## config.mk

```make
export PLATFORM = sky130hd
export DESIGN_NAME = sbtg_top
export DESIGN_NICKNAME = d
export VERILOG_FILES = /design/src/verilog/sbtg_pkg.sv /design/src/verilog/sbtg_clk_if.sv /design/src/verilog/sbtg_sync.sv /design/src/verilog/sbtg_clk_sel.sv /design/src/verilog/sbtg_top.sv
export SDC_FILE = /design/constraint.sdc
export NUM_CORES = 1
export LEC_CHECK = 0
export ABC_AREA = 1
export BUFFER_PORTS_ARGS = -buffer_cell sky130_fd_sc_hd__buf_2
export CAP_MARGIN = 15
export CELL_PAD_IN_SITES_DETAIL_PLACEMENT = 1
export CELL_PAD_IN_SITES_GLOBAL_PLACEMENT = 1
export CORE_MARGIN = 5
export CORE_UTILIZATION = 24
export DETAILED_ROUTE_END_ITERATION = 8
export PLACE_DENSITY_LB_ADDON = 0.1
export SETUP_SLACK_MARGIN = 0.3
export SLEW_MARGIN = 20
export SYNTH_ARGS = -nofsm -noshare
export SYNTH_HDL_FRONTEND = slang
export SYNTH_SLANG_ARGS = --single-unit
```

## constraint.sdc

```tcl
create_clock -name sys_clk -period 2.2 [get_ports sys_clk]
set_clock_uncertainty 0.1 [all_clocks]
set_input_delay 0.44 -clock sys_clk [delete_from_list [all_inputs] [get_ports sys_clk]]
set_output_delay 0.44 -clock sys_clk [all_outputs]
set_load 0.02 [all_outputs]
```

## src/verilog/sbtg_pkg.sv

```systemverilog
/*
  Shared constants for the sixteen-bit timer gate control block:
  register offsets, field positions, reset values and cycle counts.
  Assumes a single 25 MHz system clock and an 8-bit register port.
*/
package sbtg_pkg;

  // ----------------------------------------------------------------
  // Register map
  // ----------------------------------------------------------------
  localparam logic [1:0] ADDR_CLOCK_CTRL = 2'h0;
  localparam logic [1:0] ADDR_GATE_CTRL  = 2'h1;

  // ----------------------------------------------------------------
  // Clock control fields
  // ----------------------------------------------------------------
  localparam int CC_SRC_LSB    = 6;
  localparam int CC_PS_LSB     = 4;
  localparam int CC_OSC_EN     = 3;
  localparam int CC_SYNC_DIS   = 2;
  localparam int CC_TIMER_ON   = 0;
  localparam logic [7:0] CLOCK_CTRL_RESET = 8'h00;

  // ----------------------------------------------------------------
  // Gate control fields
  // ----------------------------------------------------------------
  localparam int GC_GATE_EN    = 7;
  localparam int GC_POLARITY   = 6;
  localparam int GC_TOGGLE     = 5;
  localparam int GC_SPM        = 4;
  localparam int GC_GO_DONE    = 3;
  localparam int GC_VALUE      = 2;
  localparam int GC_SRC_LSB    = 0;
  localparam logic [7:0] GATE_CTRL_RESET = 8'h00;

  // ----------------------------------------------------------------
  // Encodings and counts
  // ----------------------------------------------------------------
  localparam logic [1:0] SRC_INSTR   = 2'h0;
  localparam logic [1:0] SRC_SYSTEM  = 2'h1;
  localparam logic [1:0] SRC_PIN_OSC = 2'h2;
  localparam logic [1:0] SRC_CAP_OSC = 2'h3;
  localparam logic [1:0] GSRC_PIN    = 2'h0;
  localparam logic [1:0] GSRC_T0_OVF = 2'h1;
  localparam logic [1:0] GSRC_CMP1   = 2'h2;
  localparam logic [1:0] GSRC_CMP2   = 2'h3;
  localparam logic [1:0] INSTR_DIV_LAST = 2'h3;  // Divide by four
  localparam logic [15:0] COUNT_RESET   = 16'h0000;
  localparam logic [15:0] COUNT_MAX     = 16'hFFFF;

endpackage

```

## src/verilog/sbtg_clk_if.sv

```systemverilog
/*
  Interface between the timer control core and its clock selector.
  Assumes both ends run on the same system clock.
*/
`timescale 1ns/1ps
interface sbtg_clk_if;
  logic [1:0] srcSel;     // Clock source select
  logic [1:0] prescale;   // Prescale select
  logic       oscEn;      // Dedicated oscillator enable
  logic       syncDis;    // External clock sync disable
  logic       run;        // Timer on and gate open
  logic       clear;      // Restart prescaler
  logic [2:0] extLevels;  // Synced ext pin, osc pin, cap osc
  logic       tick;       // One count step

  modport core (output srcSel, prescale, oscEn, syncDis, run, clear,
                output extLevels, input tick);
  modport sel  (input srcSel, prescale, oscEn, syncDis, run, clear,
                input extLevels, output tick);
endinterface

```

## src/verilog/sbtg_sync.sv

```systemverilog
/*
  Two flip-flop synchroniser for a group of asynchronous pins.
  Assumes each bit is independent; no bus coherence is implied.
*/
`timescale 1ns/1ps
module sbtg_sync #(
  parameter int W = 7
) (
  input  wire logic         sys_clk,
  input  wire logic         rst,
  input  wire logic [W-1:0] asyncIn,
  output logic      [W-1:0] syncOut
);
  typedef struct packed {
    logic [W-1:0] s1;
    logic [W-1:0] s2;
  } sbtg_sync_t;

  sbtg_sync_t st_ff;
  sbtg_sync_t nxt_st;

  // First stage feeds only the second stage
  always_comb begin
    nxt_st.s1 = asyncIn;
    nxt_st.s2 = st_ff.s1;
  end

  // Both stages clear asynchronously
  always_ff @(posedge sys_clk or posedge rst) begin
    if (rst) begin
      st_ff <= '0;
    end else begin
      st_ff <= nxt_st;
    end
  end

  assign syncOut = st_ff.s2;
endmodule

```

## src/verilog/sbtg_clk_sel.sv

```systemverilog
/*
  Clock source selection, external edge synchronisation and prescaler.
  Produces a one-cycle count step. Assumes pin levels arrive already
  passed through a two flip-flop synchroniser.
*/
`timescale 1ns/1ps
module sbtg_clk_sel (
  input  wire logic sys_clk,
  input  wire logic rst,
  sbtg_clk_if.sel   cif
);
  import sbtg_pkg::*;

  typedef struct packed {
    logic [1:0] phase;
    logic [2:0] extPrev;
    logic       pending;
    logic [2:0] psCnt;
  } sbtg_sel_t;

  sbtg_sel_t st_ff;
  sbtg_sel_t nxt_st;

  // Prescale field to last count value: 1, 2, 4 or 8 steps
  function automatic logic [2:0] psLast(input logic [1:0] ps);
    psLast = 3'((4'h1 << ps) - 4'h1);
  endfunction

  logic instrPulse;
  logic [2:0] rise;
  logic rawEdge;
  logic srcEdge;

  // ----------------------------------------------------------------
  // Source selection
  // ----------------------------------------------------------------
  always_comb begin
    instrPulse = (st_ff.phase == INSTR_DIV_LAST);
    rise = cif.extLevels & ~st_ff.extPrev;
    rawEdge = 1'b0;
    srcEdge = 1'b0;
    nxt_st = st_ff;
    nxt_st.phase = st_ff.phase + 2'h1;
    nxt_st.extPrev = cif.extLevels;
    case (cif.srcSel)
      SRC_INSTR:  srcEdge = instrPulse;
      SRC_SYSTEM: srcEdge = 1'b1;
      SRC_CAP_OSC: rawEdge = rise[2];
      default:    rawEdge = cif.oscEn ? rise[1] : rise[0];
    endcase
    // Synced mode holds an edge until the next instruction boundary
    if (cif.srcSel[1]) begin
      if (cif.syncDis) begin
        srcEdge = rawEdge;
        nxt_st.pending = 1'b0;
      end else begin
        srcEdge = instrPulse & (st_ff.pending | rawEdge);
        nxt_st.pending = (st_ff.pending | rawEdge) & ~instrPulse;
      end
    end else begin
      nxt_st.pending = 1'b0;
    end
    // Prescaler advances only on edges that the gate lets through
    cif.tick = 1'b0;
    if (cif.clear) begin
      nxt_st.psCnt = 3'h0;
    end else if (cif.run && srcEdge) begin
      if (st_ff.psCnt >= psLast(cif.prescale)) begin
        nxt_st.psCnt = 3'h0;
        cif.tick = 1'b1;
      end else begin
        nxt_st.psCnt = st_ff.psCnt + 3'h1;
      end
    end
  end

  always_ff @(posedge sys_clk or posedge rst) begin
    if (rst) begin
      st_ff <= '0;
    end else begin
      st_ff <= nxt_st;
    end
  end
endmodule

```

## src/verilog/sbtg_top.sv

```systemverilog
/*
  Sixteen-bit timer with clock control and gate control registers.
  Holds the two control registers, the gate path (polarity, toggle,
  single pulse), the live gate value and the 16-bit counter.
  Assumes an 8-bit register port clocked by sys_clk, asynchronous
  external pins, and a separate synchronous reset for the reset kinds
  that must leave the control registers alone.
*/
// Added by the designer: the address map and the address-and-strobe port.
`timescale 1ns/1ps

module sbtg_top (
  input  wire logic                 sys_clk,
  input  wire logic                 rst,
  input  wire logic                 otherReset,
  input  wire logic [1:0]           addr,
  input  wire logic [7:0]           wrData,
  input  wire logic                 wrStrobe,
  input  wire logic                 rdStrobe,
  output logic      [7:0]           rdData,
  input  wire logic                 extClockPin,
  input  wire logic                 oscInPin,
  input  wire logic                 capSenseOscillator,
  input  wire logic                 gatePin,
  input  wire logic                 timer0Overflow,
  input  wire logic                 comparatorOneSyncOut,
  input  wire logic                 comparatorTwoSyncOut,
  output logic                      oscDriveEnable,
  output logic      [15:0]          countValue,
  output logic                      gateEventFlag,
  output logic                      rolloverFlag
);
  import sbtg_pkg::*;

  // ----------------------------------------------------------------
  // State
  // ----------------------------------------------------------------
  typedef struct packed {
    logic [1:0]  clockSourceSelect;
    logic [1:0]  prescaleSelect;
    logic        dedicatedOscEnable;
    logic        extClockSyncDisable;
    logic        timerOn;
    logic        gateEnable;
    logic        gatePolarity;
    logic        gateToggleMode;
    logic        gateSinglePulseMode;
    logic        pulseGoDone;
    logic [1:0]  gateSourceSelect;
    logic        gateValue;
    logic        toggleFlop;
    logic        pulseOpen;
    logic        activePrev;
    logic        stagePrev;
    logic [15:0] count;
    logic        gateEvent;
    logic        rollover;
    logic [7:0]  rdData;
  } sbtg_state_t;

  sbtg_state_t st_ff;
  sbtg_state_t nxt_st;

  // ----------------------------------------------------------------
  // Pin synchronisation
  // ----------------------------------------------------------------
  logic [6:0] pinsSync;

  // Every outside level passes two flops before any logic here
  sbtg_sync #(
    .W (7)
  ) u_sync (
    .sys_clk (sys_clk),
    .rst     (rst),
    .asyncIn ({comparatorTwoSyncOut, comparatorOneSyncOut,
               timer0Overflow, gatePin, capSenseOscillator,
               oscInPin, extClockPin}),
    .syncOut (pinsSync)
  );

  // ----------------------------------------------------------------
  // Clock selector
  // ----------------------------------------------------------------
  sbtg_clk_if cif ();

  sbtg_clk_sel u_clk_sel (
    .sys_clk (sys_clk),
    .rst     (rst),
    .cif     (cif)
  );

  logic wrClock;
  logic wrGate;
  logic gateRaw;
  logic gateActive;
  logic gateRise;
  logic gateStage;
  logic stageRise;
  logic stageFall;
  logic gateOpen;

  // Register write decode
  always_comb begin
    wrClock = 1'b0;
    wrGate = 1'b0;
    if (wrStrobe && addr == ADDR_CLOCK_CTRL) begin
      wrClock = 1'b1;
    end else if (wrStrobe && addr == ADDR_GATE_CTRL) begin
      wrGate = 1'b1;
    end
  end

  // Gate source multiplexer
  always_comb begin
    case (st_ff.gateSourceSelect)
      GSRC_PIN:    gateRaw = pinsSync[3];
      GSRC_T0_OVF: gateRaw = pinsSync[4];
      GSRC_CMP1:   gateRaw = pinsSync[5];
      default:     gateRaw = pinsSync[6];
    endcase
  end

  // ----------------------------------------------------------------
  // Gate path
  // ----------------------------------------------------------------
  // Polarity folds the gate so that high always means count; the
  // toggle and single-pulse stages then only ever see active levels.
  assign gateActive = st_ff.gatePolarity ? gateRaw : ~gateRaw;
  assign gateRise   = gateActive & ~st_ff.activePrev;
  assign gateStage  = st_ff.gateToggleMode ? st_ff.toggleFlop
                                           : gateActive;
  assign stageRise  = gateStage & ~st_ff.stagePrev;
  assign stageFall  = ~gateStage & st_ff.stagePrev;

  // The gate only matters while the timer runs with gate enable set
  assign gateOpen = ~st_ff.gateEnable | st_ff.gateValue;

  // Clock selector configuration
  assign cif.srcSel    = st_ff.clockSourceSelect;
  assign cif.prescale  = st_ff.prescaleSelect;
  assign cif.oscEn     = st_ff.dedicatedOscEnable;
  assign cif.syncDis   = st_ff.extClockSyncDisable;
  assign cif.run       = st_ff.timerOn & gateOpen;
  assign cif.clear     = wrClock | otherReset;
  assign cif.extLevels = pinsSync[2:0];

  // ----------------------------------------------------------------
  // Next state
  // ----------------------------------------------------------------
  always_comb begin
    nxt_st = st_ff;
    nxt_st.gateEvent = 1'b0;
    nxt_st.rollover = 1'b0;
    nxt_st.activePrev = gateActive;
    nxt_st.stagePrev = gateStage;

    // Toggle flop follows rising active edges in toggle mode
    if (!st_ff.gateToggleMode || !st_ff.timerOn) begin
      nxt_st.toggleFlop = 1'b0;
    end else if (gateRise) begin
      nxt_st.toggleFlop = ~st_ff.toggleFlop;
    end

    // Single pulse opens on a rising stage edge while armed and
    // closes on the trailing edge; nothing reopens until rearmed
    if (!st_ff.gateSinglePulseMode || !st_ff.timerOn) begin
      nxt_st.pulseOpen = 1'b0;
    end else if (st_ff.pulseOpen && stageFall) begin
      nxt_st.pulseOpen = 1'b0;
    end else if (st_ff.pulseGoDone && stageRise) begin
      nxt_st.pulseOpen = 1'b1;
    end

    // Live gate value, shown whether or not the gate is enabled
    if (st_ff.gateSinglePulseMode) begin
      nxt_st.gateValue = nxt_st.pulseOpen;
    end else begin
      nxt_st.gateValue = gateStage;
    end
    if (st_ff.gateValue && !nxt_st.gateValue) begin
      nxt_st.gateEvent = 1'b1;
    end

    // Hardware clears go/done when the captured pulse ends
    if (st_ff.gateSinglePulseMode && st_ff.pulseOpen && stageFall) begin
      nxt_st.pulseGoDone = 1'b0;
    end

    // Count step with wrap; the gate path already held back the tick
    if (otherReset) begin
      nxt_st.count = COUNT_RESET;
    end else if (cif.tick) begin
      nxt_st.count = st_ff.count + 16'h0001;
      if (st_ff.count == COUNT_MAX) begin
        nxt_st.rollover = 1'b1;
      end
    end

    // Software writes; a set of go/done beats a same-cycle clear
    if (wrClock) begin
      nxt_st.clockSourceSelect   = wrData[CC_SRC_LSB +: 2];
      nxt_st.prescaleSelect      = wrData[CC_PS_LSB +: 2];
      nxt_st.dedicatedOscEnable  = wrData[CC_OSC_EN];
      nxt_st.extClockSyncDisable = wrData[CC_SYNC_DIS];
      nxt_st.timerOn             = wrData[CC_TIMER_ON];
    end
    if (wrGate) begin
      nxt_st.gateEnable          = wrData[GC_GATE_EN];
      nxt_st.gatePolarity        = wrData[GC_POLARITY];
      nxt_st.gateToggleMode      = wrData[GC_TOGGLE];
      nxt_st.gateSinglePulseMode = wrData[GC_SPM];
      nxt_st.gateSourceSelect    = wrData[GC_SRC_LSB +: 2];
      if (wrData[GC_GO_DONE]) begin
        nxt_st.pulseGoDone = 1'b1;
      end else begin
        nxt_st.pulseGoDone = 1'b0;
      end
    end

    // Other reset kinds clear counting state only
    if (otherReset) begin
      nxt_st.toggleFlop = 1'b0;
      nxt_st.pulseOpen  = 1'b0;
    end

    // Read data stands for exactly one cycle after the strobe
    nxt_st.rdData = 8'h00;
    if (rdStrobe && addr == ADDR_CLOCK_CTRL) begin
      nxt_st.rdData[CC_SRC_LSB +: 2] = st_ff.clockSourceSelect;
      nxt_st.rdData[CC_PS_LSB +: 2]  = st_ff.prescaleSelect;
      nxt_st.rdData[CC_OSC_EN]       = st_ff.dedicatedOscEnable;
      nxt_st.rdData[CC_SYNC_DIS]     = st_ff.extClockSyncDisable;
      nxt_st.rdData[CC_TIMER_ON]     = st_ff.timerOn;
    end else if (rdStrobe && addr == ADDR_GATE_CTRL) begin
      nxt_st.rdData[GC_GATE_EN]      = st_ff.gateEnable;
      nxt_st.rdData[GC_POLARITY]     = st_ff.gatePolarity;
      nxt_st.rdData[GC_TOGGLE]       = st_ff.gateToggleMode;
      nxt_st.rdData[GC_SPM]          = st_ff.gateSinglePulseMode;
      nxt_st.rdData[GC_GO_DONE]      = st_ff.pulseGoDone;
      nxt_st.rdData[GC_VALUE]        = st_ff.gateValue;
      nxt_st.rdData[GC_SRC_LSB +: 2] = st_ff.gateSourceSelect;
    end
  end

  // ----------------------------------------------------------------
  // State register
  // ----------------------------------------------------------------
  // Only the power reset clears the control bits; the other reset
  // kinds arrive on otherReset and are handled above
  always_ff @(posedge sys_clk or posedge rst) begin
    if (rst) begin
      st_ff <= '0;
    end else begin
      st_ff <= nxt_st;
    end
  end

  // ----------------------------------------------------------------
  // Outputs
  // ----------------------------------------------------------------
  assign rdData         = st_ff.rdData;
  assign oscDriveEnable = st_ff.dedicatedOscEnable;
  assign countValue     = st_ff.count;
  assign gateEventFlag  = st_ff.gateEvent;
  assign rolloverFlag   = st_ff.rollover;
endmodule

```

== Yosys cells after proc, flatten, opt, wreduce, memory -nomap -nowiden ==
Cells that the tools add are included.
Widths: inputs -> output; s select.

* Memories: 0
* Input port bits: 22
* Register bits after elaboration: 68
* Output and inout port bits: 27
* ROM bits: 0
* Latch bits: 0
* RAM bits: 0
* Word-level logic and storage cells: 120

* $lt $le $gt $ge: 1
* Multiply operators: 0
* Div/mod/pow operators: 0
* Equality and inequality tests: 7
* Bitwise operators: 18
* Shifts and indexed selects: 1
* Reduce and logical (&&, ||, !) cells: 24
* $add $sub $neg: 4
* Mux-type cells: 39

{| class="wikitable"
|+ Operator list
! operator !! count
|-
| $mux 16 || 2
|-
| $mux 1 || 27
|-
| $add 16x1->16 const B || 1
|-
| $eq 16x16->1 const B || 1
|-
| $mux 3 || 4
|-
| $logic_and 1x1->1 || 10
|-
| $mux 8 || 1
|-
| $not 1->1 || 7
|-
| $and 1x1->1 || 6
|-
| $eq 2x1->1 const B || 3
|-
| $eq 2x2->1 const B || 3
|-
| $logic_not 2->1 || 3
|-
| $mux 6 || 1
|-
| $reduce_bool 2->1 || 3
|-
| $logic_not 1->1 || 4
|-
| $pmux 1 s2 || 2
|-
| $add 3x1->3 const B || 1
|-
| $and 3x3->3 || 1
|-
| $ge 3x3->1 || 1
|-
| $not 3->3 || 1
|-
| $or 1x1->1 || 3
|-
| $pmux 1 s3 || 1
|-
| $reduce_bool 3->1 || 1
|-
| $shl 1x2->3 const A || 1
|-
| other kinds (5) || 6
|}

== Longest topological paths before layout ==
Gate-level depths: netlist of run 1.

* Word-level depth: 14
* Mapped depth: 11
* Gate-level depth less buffers: 11

== By module ==
A second synthesis of run 1 with hierarchy kept.

* Cells, all modules: 337
* Area, all modules: 3067.9 µm²

{| class="wikitable"
|+ Modules (own cells, without submodules)
! module !! instances !! sequential area each (µm²) !! area each (µm²) !! cells each
|-
| sbtg_top || 1 || 1126.1 || 2189.6 || 260
|-
| sbtg_clk_sel || 1 || 225.2 || 524.3 || 62
|-
| sbtg_sync || 1 || 350.3 || 354.1 || 15
|}

== Least setup slack after synthesis of run 1 ==
No wires, ideal clock.

* Path kind: flip-flop to flip-flop
* Start point: reg u_clk_sel.st_ff[2] (netlist bit)
* End point: reg st_ff (netlist bit countValue[1])
* Buffers on the path: 2
* Arrival: 1.475 ns
* Cell stages (with the launch flop): 9
* Clock period less this slack: 1.695 ns
* Library setup time: 0.120 ns
* Data required time: 1.980 ns
* Slack: 0.505 ns
* Cells stage by stage: dfrtp_1 > ha_1 > nand2_1 > o211ai_2 > nand4_2 > buf_6 > buf_8 > nand3_1 > nand2_1

* Cells in the longest elaborated chain, start to end: 5

{| class="wikitable"
|+ RTL lines
! item !! RTL line !! RTL
|-
| from (decl) || sbtg_clk_sel.sv:21 || <nowiki>sbtg_sel_t st_ff;</nowiki>
|-
| from (signal assigned) || sbtg_clk_sel.sv:81 || <nowiki>st_ff <= nxt_st;</nowiki>
|-
| $ge 3x3->1 || sbtg_clk_sel.sv:68 || <nowiki>if (st_ff.psCnt >= psLast(cif.prescale)) begin</nowiki>
|-
| $mux 1 || sbtg_clk_sel.sv:68 ||
|-
| $mux 1 || sbtg_clk_sel.sv:67 || <nowiki>end else if (cif.run && srcEdge) begin</nowiki>
|-
| $mux 1 || sbtg_clk_sel.sv:65 || <nowiki>if (cif.clear) begin</nowiki>
|-
| $reduce_bool 2->1 (no source line) || -- ||
|-
| to (signal assigned) || sbtg_top.sv:254 || <nowiki>st_ff <= nxt_st;</nowiki>
|-
| to (decl) || sbtg_top.sv:61 || <nowiki>sbtg_state_t st_ff;</nowiki>
|}

No other way between the ends.
A chain may end at the register's enable or synchronous reset.

== Worst setup path in the final report of run 1 ==
* Start point: reg st_ff (netlist bit cif.prescale[1])
* End point: reg st_ff (netlist bit countValue[13])

* Cells in the longest elaborated chain, start to end: 7

{| class="wikitable"
|+ RTL lines
! item !! RTL line !! RTL
|-
| $shl 1x2->3 || sbtg_clk_sel.sv:26 || <nowiki>psLast = 3'((4'h1 << ps) - 4'h1);</nowiki>
|-
| $sub 3x1->3 || sbtg_clk_sel.sv:26 ||
|-
| $ge 3x3->1 || sbtg_clk_sel.sv:68 ||
|-
| $mux 1 || sbtg_clk_sel.sv:68 ||
|-
| $mux 1 || sbtg_clk_sel.sv:67 ||
|-
| $mux 1 || sbtg_clk_sel.sv:65 ||
|-
| $reduce_bool 2->1 (no source line) || -- ||
|}

No other way between the ends.

==> run metrics, run 1 <==
Slew Viols, Final=0; nets=400; CP endpoint kind=register; drt total wl=7660 um; power per cell area=888 nW/um^2; combinational power share=15.4%; Max Cap Viol=0; DIE HEIGHT=124 um; synthesized net count=360; antenna violations before repair=0; Routed WL per cell=14.0 um; Tcrit/Tclk final=82.4%; Flop pwr share=41.6%; max_slew headroom=63.4%; Setup violations, final=0; cell count after synthesis=332; RSZ-0062 raised after global routing=yes; CP Launch Type=register; Worst Hold Class=primary input to async pin; Worst-Margin Slew=0.547 ns; top cell type's share of synthesized area=54.5%; DR vias=2302; CTS Root Cell=clkbuf_16; leakage=1.84 nW; Clock transition at path regs=0.06 ns; Primary FF master, synth=dfrtp_1; final cell count without fillers=549; post-route ant nets=0; synthesis-to-layout area growth=23.1%; Avg Synthesized Cell Area=9.40 sq um; status=completed; Multi-input gate area=1090 sq um; Max Fclk=552 MHz; Final Util=30.3%; first-pass GRT wire length=12600 um; Sw Ratio=27.6%; I/O pin total=49; H-tree levels=3; IO Port Bufs=48; Iter 0 DRT Violations=107; number of synthesized flops with an enable pin=0; post-synthesis sequential area ratio=54.5%; largest cells by area after synthesis=dfrtp_1 55%, nand2_1 6.0%, buf_4 5.8%; Yosys Warn Count=0; GRT Total Usage=11.0%; vias in the first global route=2449; starting density of the core=24.6%; maximum vdd drop=0.000304 V; critical path type=register to register; post-synthesis instance area=3120 sq um; worst-path fanout max=6; most frequent cells after synthesis=68 x dfrtp_1, 50 x nand2_1, 43 x inv_1; power share of the clock group=43.0%; TritonCTS clock tree=built; buffer depth of the longest clock path=2; register bit total from synthesis=68; Fin Setup TNS=0 ns; clock sink count=68; internal power=0.00247 W; vias per cell=4.19; min Tclk post-route=1.81 ns; crit path DAT=1.93 ns; Synth async-reset ratio=100%; Worst Path Required=2.32 ns; storage element area=1700 sq um; largest area contributor in the netlist=dfrtp_1; die area=15400 sq um; filler instances=1466; Netlist cell types=32; RePlAce Congestion=0.757; Fin. Hold Viols=0; share of layout cells above drive strength 1=25.7%; DRC=0; hold_buf cts=0; Switching Power=0.000941 W; # diodes=0; Die Wd=124 um; Num CTS Buffers=9; core area=12700 sq um; cell with the most instances after synthesis=dfrtp_1; Post-DP HPWL=5720 um; largest net degree at the start of global routing=20; Inst Count DP=529; GR Overflow Total=0; Initial DRT Pass Iterations=4; clk_lat worst skew=0.34 ns; Row Count=41
flip-flops by register name, summed over array words and instances, names as in the netlist:
name,count
rolloverFlag,1
cif.prescale,2
cif.syncDis,1
cif.srcSel,2
st_ff,13
rdData,8
u_sync.nxt_st,7
u_sync.syncOut,7
countValue,16
u_clk_sel.st_ff,9
gateEventFlag,1
oscDriveEnable,1
critical path, cell delays in order, from the launching register on:
cell	delay, ns
dfrtp_1	0.38
inv_2	0.10
nand2_2	0.08
ha_4	0.26
nand3_2	0.07
o211ai_2	0.11
nand4_4	0.17
buf_12	0.17
nor3_1	0.19
a21oi_1	0.07
final cells by class:
type / instances / share of cell area, %
Clock buffer: 11 / 6.32
Clock inverter: 5 / 1.56
Inverter: 46 / 4.59
Multi-Input combinational cell: 190 / 28.5
Sequential cell: 68 / 44.3
Tap cell: 172 / 5.60
Timing Repair Buffer: 57 / 9.18
worst paths after layout:
check                                             from                     endpoint  slack, ns  cells past startpoint
min in group sys_clk              comparatorOneSyncOut   u_sync.nxt_st[5]$_DFF_PP0_       0.10                      1
setup / recovery           cif.prescale[1]$_DFFE_PP0P_   countValue[13]$_DFFE_PP0P_       0.39                      9
setup reg to reg           cif.prescale[1]$_DFFE_PP0P_   countValue[13]$_DFFE_PP0P_       0.39                      9
max in group asynchronous                          rst  u_sync.syncOut[5]$_DFF_PP0_       1.45                      3
hold / removal                                     rst        st_ff[37]$_DFFE_PP0P_       0.02                      2
hold reg to reg             u_sync.nxt_st[0]$_DFF_PP0_  u_sync.syncOut[0]$_DFF_PP0_       0.25                      0
routing by layer:
metal / track usage (%) / up-vias / share of wire [%] / routed length [um]
met3: 2.63 / 15 / 3.5 / 269
met2: 16.6 / 29 / 47 / 3590
li1: - / 1133 / - / -
met4: 6.57 / 0 / 2.5 / 195
met1: 14.4 / 1125 / 47 / 3610
met5: 0 / - / 0 / 0
cell families after synthesis:
family,share of synthesized area (%)
simple gates,19.8
xor+xnor,2.53
compound gates,8.42
buf+inv,12.4
flops,54.5
fa+ha+maj,2.40
what timing repair did:
action	in CTS	in global routing
setup buffers	2	2
endpoints found under the setup margin	14	15
gates resized for setup	3	9
pin swaps	1	2
cell usage in the layout (no fill, tap or decap), types with 2 or more instances in the layout:
master	synthesis	routed
a21oi_1	16	16
buf_12	0	3
buf_2	0	48
buf_4	24	5
clkbuf_16	0	9
clkinvlp_4	0	2
dfrtp_1	68	68
ha_1	6	3
ha_4	0	3
inv_1	43	39
inv_2	2	5
nand2_1	50	49
nand3_1	28	27
nand3_2	2	3
nand4_1	4	4
nor2_1	25	25
nor2_2	3	3
nor3_1	12	12
o21ai_0	9	9
o21ai_1	4	4
o22ai_1	12	12
xnor2_1	2	2
xor2_1	7	7
power groups by stage:
stage / Clock, W / Sequential (W) / Combinational, W
final: 0.00147 / 0.00142 / 0.000524
after global routing: 0.00156 / 0.00144 / 0.000609
after CTS: 0.00153 / 0.00142 / 0.000490
after detailed placement: 0 / 0.00144 / 0.000451
after global placement: 0 / 0.00144 / 0.000451
after floorplan: 0 / 0.00143 / 0.000319
through the flow:
| stage | cell area [sq um] | worst slack, ns | hold slack, ns | total power, W |
|---|---|---|---|---|
| after floorplan | 3130 | 0.505 | 0.231 | 0.00175 |
| after global placement | 3430 | 0.207 | 0.231 | 0.00189 |
| after detailed placement | 3430 | 0.135 | 0.236 | 0.00189 |
| after CTS | 3770 | 0.345 | 0.0190 | 0.00343 |
| after global routing | 3840 | 0.277 | 0.0474 | 0.00361 |
| final | 3840 | 0.387 | 0.0166 | 0.00341 |
(Power assumes the default switching activity.)
==> run 2, diff against run 1 <==
Settings changed: ABC_AREA 1 to 0.
Clock period 2.2 ns to 1.7 ns, I/O delays scaled along.
==> run 2 against run 1 <==
Effect of this change:
- final cell count increased by 8.6%
- hold slack got worse by 0.0031 ns
- register-to-register slack got worse by 0.86 ns
- critical path depth decreased by 1
- sequential share of layout area decreased by 9.8 points
- critical endpoint is now countValue[7]$_DFFE_PP0P_
- total power increased by 52%
- the flow now finishes with violations (setup timing)
- global-route usage increased by 1.0 points
- sequential power increased by 30%
- clock-buffer cell count unchanged
- flip-flop and latch count unchanged
- setup slack got worse by 0.86 ns
==> run metrics, run 2 <==
Routed WL per cell=15.5 um; vias in the first global route=2750; largest net degree at the start of global routing=30; Clock transition at path regs=0.06 ns; top cell type's share of synthesized area=53.6%; worst-path fanout max=6; buffer depth of the longest clock path=2; Row Count=42; CP Launch Type=register; Worst-Margin Slew=0.385 ns; synthesis-to-layout area growth=55.7%; storage element area=1700 sq um; clock sink count=68; Initial DRT Pass Iterations=4; post-synthesis instance area=3170 sq um; # diodes=0; I/O pin total=49; starting density of the core=24.2%; synthesized net count=320; DR vias=2601; Primary FF master, synth=dfrtp_1; number of synthesized flops with an enable pin=0; min Tclk post-route=2.17 ns; Fin Setup TNS=-9.61 ns; Worst Hold Class=primary input to register; share of layout cells above drive strength 1=49.5%; Netlist cell types=56; Post-DP HPWL=6650 um; nets=443; drt total wl=9210 um; cell with the most instances after synthesis=dfrtp_1; core area=13100 sq um; RSZ-0062 raised after global routing=yes; filler instances=1396; H-tree levels=3; status=finished with violations; Avg Synthesized Cell Area=10.9 sq um; Max Fclk=460 MHz; CP endpoint kind=register; antenna violations before repair=0; DRC=0; Max Cap Viol=0; Worst Path Required=1.86 ns; Yosys Warn Count=0; Hold Slack=0.0135 ns; Synth async-reset ratio=100%; Largest register FFs=16; power per cell area=1050 nW/um^2; RePlAce Congestion=0.711; leakage=2.30 nW; CTS Root Cell=clkbuf_16; Placed Area=4100 sq um; GR Overflow Total=0; largest cells by area after synthesis=dfrtp_1 54%, buf_4 5.7%, mux2_2 3.6%; Tcrit/Tclk final=128%; Final Util=37.7%; most frequent cells after synthesis=68 x dfrtp_1, 27 x nand2_1, 24 x buf_4, 24 x nor2_1, 13 x inv_1; TritonCTS clock tree=built; crit path DAT=2.33 ns; clk_lat worst skew=0.33 ns; DIE HEIGHT=125 um; Slew Viols, Final=0; Fin. Hold Viols=0; failing checks=setup timing; Num CTS Buffers=9; Multi-input gate area=1410 sq um; IO Port Bufs=48; post-synthesis sequential area ratio=53.6%; register bit total from synthesis=68; Die Wd=125 um; die area=15600 sq um; Setup violations, final=27; maximum vdd drop=0.000412 V; most frequent cells in the layout=67 x dfrtp_1, 61 x buf_4, 42 x buf_6; critical path type=register to register; first-pass GRT wire length=14900 um; vias per cell=4.36; post-route ant nets=0; worst slack, placed=-0.563 ns; max_slew headroom=74.3%; Register-to-Register Setup Slack=-0.47 ns; GRT Total Usage=12.0%; Final Cell Area=4940 sq um; cell count after synthesis=292; most common cell after layout, fill and taps aside=dfrtp_1; Iter 0 DRT Violations=74; largest area contributor in the netlist=dfrtp_1; Final WS setup=-0.474 ns
## run 2: changes by cell type after synthesis, sizes merged, moves of 5 or more
cell   previous run  this run
nor2             29        24
nand3            30        11
o31ai             0         5
nand2            51        27
a21oi            17         9
nor4              0         6
nor3             13         2
xor2              7         1
mux2              0        11
o21ai            14         9
o22ai            13         1
mux2i             0        10
inv              45        14
## run 2: final timing paths
check                                         endpoint  depth (start not counted)                         from
hold reg to reg            u_sync.syncOut[4]$_DFF_PP0_                          0   u_sync.nxt_st[4]$_DFF_PP0_
setup / recovery             countValue[7]$_DFFE_PP0P_                          8  cif.prescale[1]$_DFFE_PP0P_
setup reg to reg             countValue[7]$_DFFE_PP0P_                          8  cif.prescale[1]$_DFFE_PP0P_
hold / removal              u_sync.nxt_st[0]$_DFF_PP0_                          1                  extClockPin
min in group asynchronous   u_sync.nxt_st[1]$_DFF_PP0_                          3                          rst
max in group asynchronous   oscDriveEnable$_DFFE_PP0P_                          4                          rst
## run 2: layout make-up
type / count / area share, %
clock inverters: 5 / 1.70
clock buffers: 11 / 5.12
flip-flops and latches: 68 / 34.5
repair buffers: 144 / 24.4
inverters: 15 / 1.22
well taps: 176 / 4.46
multi-input cells: 177 / 28.6
## run 2: power by group
part	switching, W	internal (W)	total (W)
Clock	0.000721	0.00137	0.00209
Sequential	0.0000908	0.00175	0.00184
Combinational	0.000585	0.000683	0.00127
Total	0.00140	0.00380	0.00520
## run 2: critical path, cell delays in order, from the launching register on
cell and delay [ns]:
dfrtp_1 0.38, or2_4 0.26, ha_4 0.25, nand2b_4 0.11, a21o_4 0.14, a21oi_4 0.10, buf_6 0.15, or4_1 0.50
a21oi_1 0.13
## run 2: through the flow
| step | std cells | power, W |
|---|---|---|
| after floorplan | 292 | 0.00238 |
| after global placement | 559 | 0.00281 |
| after detailed placement | 559 | 0.00282 |
| after CTS | 585 | 0.00512 |
| after global routing | 596 | 0.00545 |
| final | 596 | 0.00520 |
## run 2: cell families (layout without fill, tap and decap cells)
| logic type | after synthesis | in the layout | synth area share [%] |
|---|---|---|---|
| AO/OA/AOI/OAI | 46 | 47 | 10.3 |
| XOR/XNOR | 3 | 3 | 0.829 |
| adder cells (fa/ha/maj) | 6 | 6 | 2.37 |
| buffers and inverters | 48 | 175 | 8.95 |
| flip-flops | 68 | 68 | 53.6 |
| multiplexers | 22 | 22 | 7.77 |
| AND/OR/NAND/NOR | 99 | 99 | 16.1 |
## run 2: layer usage
metal	up-vias	routed length, um	part of all wire (%)	global-route usage (%)
li1	1266	-	-	-
met1	1299	4510	49	16.6
met2	26	4350	47	18.9
met3	10	197	2.1	2.22
met4	0	152	1.6	4.59
met5	-	0	0	0
## run 2: what timing repair did
item | CTS | global route
cloned | 1 | 0
gates resized for setup | 63 | 20
hold buffers | 2 | 0
pin swaps | 13 | 9
setup endpoints to repair | 40 | 40
endpoints found under the hold margin | 13 | 0
setup buffers | 7 | 11
==> run 3, diff against run 2 <==
Settings changed: HOLD_SLACK_MARGIN from default to 0.1.
==> run 3 against run 2 <==
Effect of this change:
- the flow still finishes with violations (setup timing)
- clock power hardly changed
- via count grew 0.88%
- flip-flop and latch count unchanged
- combinational power barely moved
- routed wire length is 0.80% higher
- hold slack better by 0.11 ns
- cell area increased by 1.2%
- critical path depth stayed put
- clock-buffer cell count stayed put
- die area unchanged
- final cell count is 1.0% higher
- sequential power barely moved
==> run metrics, run 3 (synthesis gave the netlist of run 2 again) <==
Worst Hold Class=primary input to register; clock sink count=68; drt total wl=9290 um; # diodes=0; buffer depth of the longest clock path=2; wire length on met3=220 um; Post-DP HPWL=6650 um; DIE HEIGHT=125 um; failing checks=setup timing; Initial DRT Pass Iterations=4; share of layout cells above drive strength 1=48.8%; Routed met1 length=4510 um; most common cell after layout, fill and taps aside=dfrtp_1; Slew Viols, Final=0; Final WS setup=-0.474 ns; Clock transition at path regs=0.06 ns; GR Overflow Total=0; delay-heaviest family, CP=simple AND/OR/NAND/NOR gates; TritonCTS clock tree=built; Setup violations, final=27; Largest register FFs=16; first-pass GRT wire length=15000 um; maximum vdd drop=0.000412 V; CTS Root Cell=clkbuf_16; GRT Total Usage=12.1%; CP endpoint kind=register; power per cell area=1040 nW/um^2; starting density of the core=24.2%; critical path's slowest cell=or4_1; RePlAce Congestion=0.711; post-route ant nets=0; max_slew headroom=74.3%; min Tclk post-route=2.17 ns; Max Fclk=460 MHz; Routed WL per cell=15.4 um; RSZ-0062 raised after global routing=yes; status=finished with violations; largest net degree at the start of global routing=30; crit-path max cell delay=0.50 ns; clk_lat worst skew=0.33 ns; met2 wire length=4400 um; Hold Slack=0.127 ns; Register-to-Register Setup Slack=-0.47 ns; Die Wd=125 um; Buf/Inv on CP=1; leakage=2.32 nW; vias per cell=4.36; CP Launch Type=register; vias in the first global route=2776; Top Metal Used=met4; synthesis-to-layout area growth=57.6%; IO Port Bufs=48; core area=13100 sq um; DRC=0; Final Cell Area=5000 sq um; worst slack, placed=-0.563 ns; worst-path fanout max=6; Iter 0 DRT Violations=70; H-tree levels=3; Num CTS Buffers=9; DR vias=2624; Inst Count DP=559; final cell count without fillers=602; I/O pin total=49; critical path type=register to register; antenna violations before repair=0; Worst-Margin Slew=0.385 ns; Row Count=42; most frequent cells in the layout=67 x dfrtp_1, 61 x buf_4, 42 x buf_6; nets=449; crit path DAT=2.33 ns; Fin. Hold Viols=0; Worst Path Required=1.86 ns; crit-path cells=or2_4, ha_4, nand2b_4, a21o_4, a21oi_4, buf_6, or4_1, a21oi_1; Max Cap Viol=0; Placed Area=4100 sq um; die area=15600 sq um; Tcrit/Tclk final=128%
[run 3: changes by cell type in the layout (fill, tap and decap cells not counted)]
cell | before | now
dlygate4sd3_1 | 2 | 8
[run 3: per-stage QoR]
step	util (%)	power [W]	TNS, ns
CTS	36.9	0.00513	-9.89
detailed placement	31.3	0.00282	-10.54
finish	38.2	0.00521	-9.56
global placement	31.3	0.00281	-9.95
floorplan	-	0.00238	-7.32
global route	38.2	0.00546	-12.22
[run 3: final cells by class]
cell class	instances	area, sq um
Clock buffer	11	253
Clock inverter	5	83.8
Fill cell	1396	8090
Inverter	15	60.1
Multi-Input combinational cell	177	1410
Sequential cell	68	1700
Tap cell	176	220
Timing Repair Buffer	150	1270
[run 3: what timing repair did]
item / in CTS / in global routing
hold endpoints to repair: 19 / 0
pin swaps: 13 / 9
hold buffers: 8 / 0
gates resized for setup: 63 / 20
gates cloned: 1 / 0
buffers inserted: 7 / 11
setup endpoints to repair: 40 / 40
[run 3: path summary, 6_finish.rpt]
path                                              from                     endpoint  depth (start not counted)
setup / recovery           cif.prescale[1]$_DFFE_PP0P_    countValue[7]$_DFFE_PP0P_                          8
hold / removal                               wrData[6]    cif.srcSel[0]$_DFFE_PP0P_                          3
setup reg to reg           cif.prescale[1]$_DFFE_PP0P_    countValue[7]$_DFFE_PP0P_                          8
min in group asynchronous                          rst   u_sync.nxt_st[1]$_DFF_PP0_                          3
hold reg to reg             u_sync.nxt_st[4]$_DFF_PP0_  u_sync.syncOut[4]$_DFF_PP0_                          0
max in group asynchronous                          rst   oscDriveEnable$_DFFE_PP0P_                          4
[run 3: worst register-to-register path: stages, from the launching register on]
cell and delay [ns]:
dfrtp_1 0.38, or2_4 0.26, ha_4 0.25, nand2b_4 0.11, a21o_4 0.14, a21oi_4 0.10
buf_6 0.15, or4_1 0.50, a21oi_1 0.13
[run 3: where the power goes]
| part | total (W) | leakage [nW] | switching [W] | internal [W] |
|---|---|---|---|---|
| registers | 0.00184 | 0.872 | 0.0000906 | 0.00175 |
| logic | 0.00128 | 1.30 | 0.000587 | 0.000692 |
| clock network | 0.00209 | 0.158 | 0.000722 | 0.00137 |
| total | 0.00521 | 2.32 | 0.00140 | 0.00381 |
[run 3: routing by layer]
metal	track usage, %	vias to the layer above
li1	-	1278
met1	16.7	1306
met2	19.1	30
met3	2.22	10
met4	4.59	0
met5	0	-
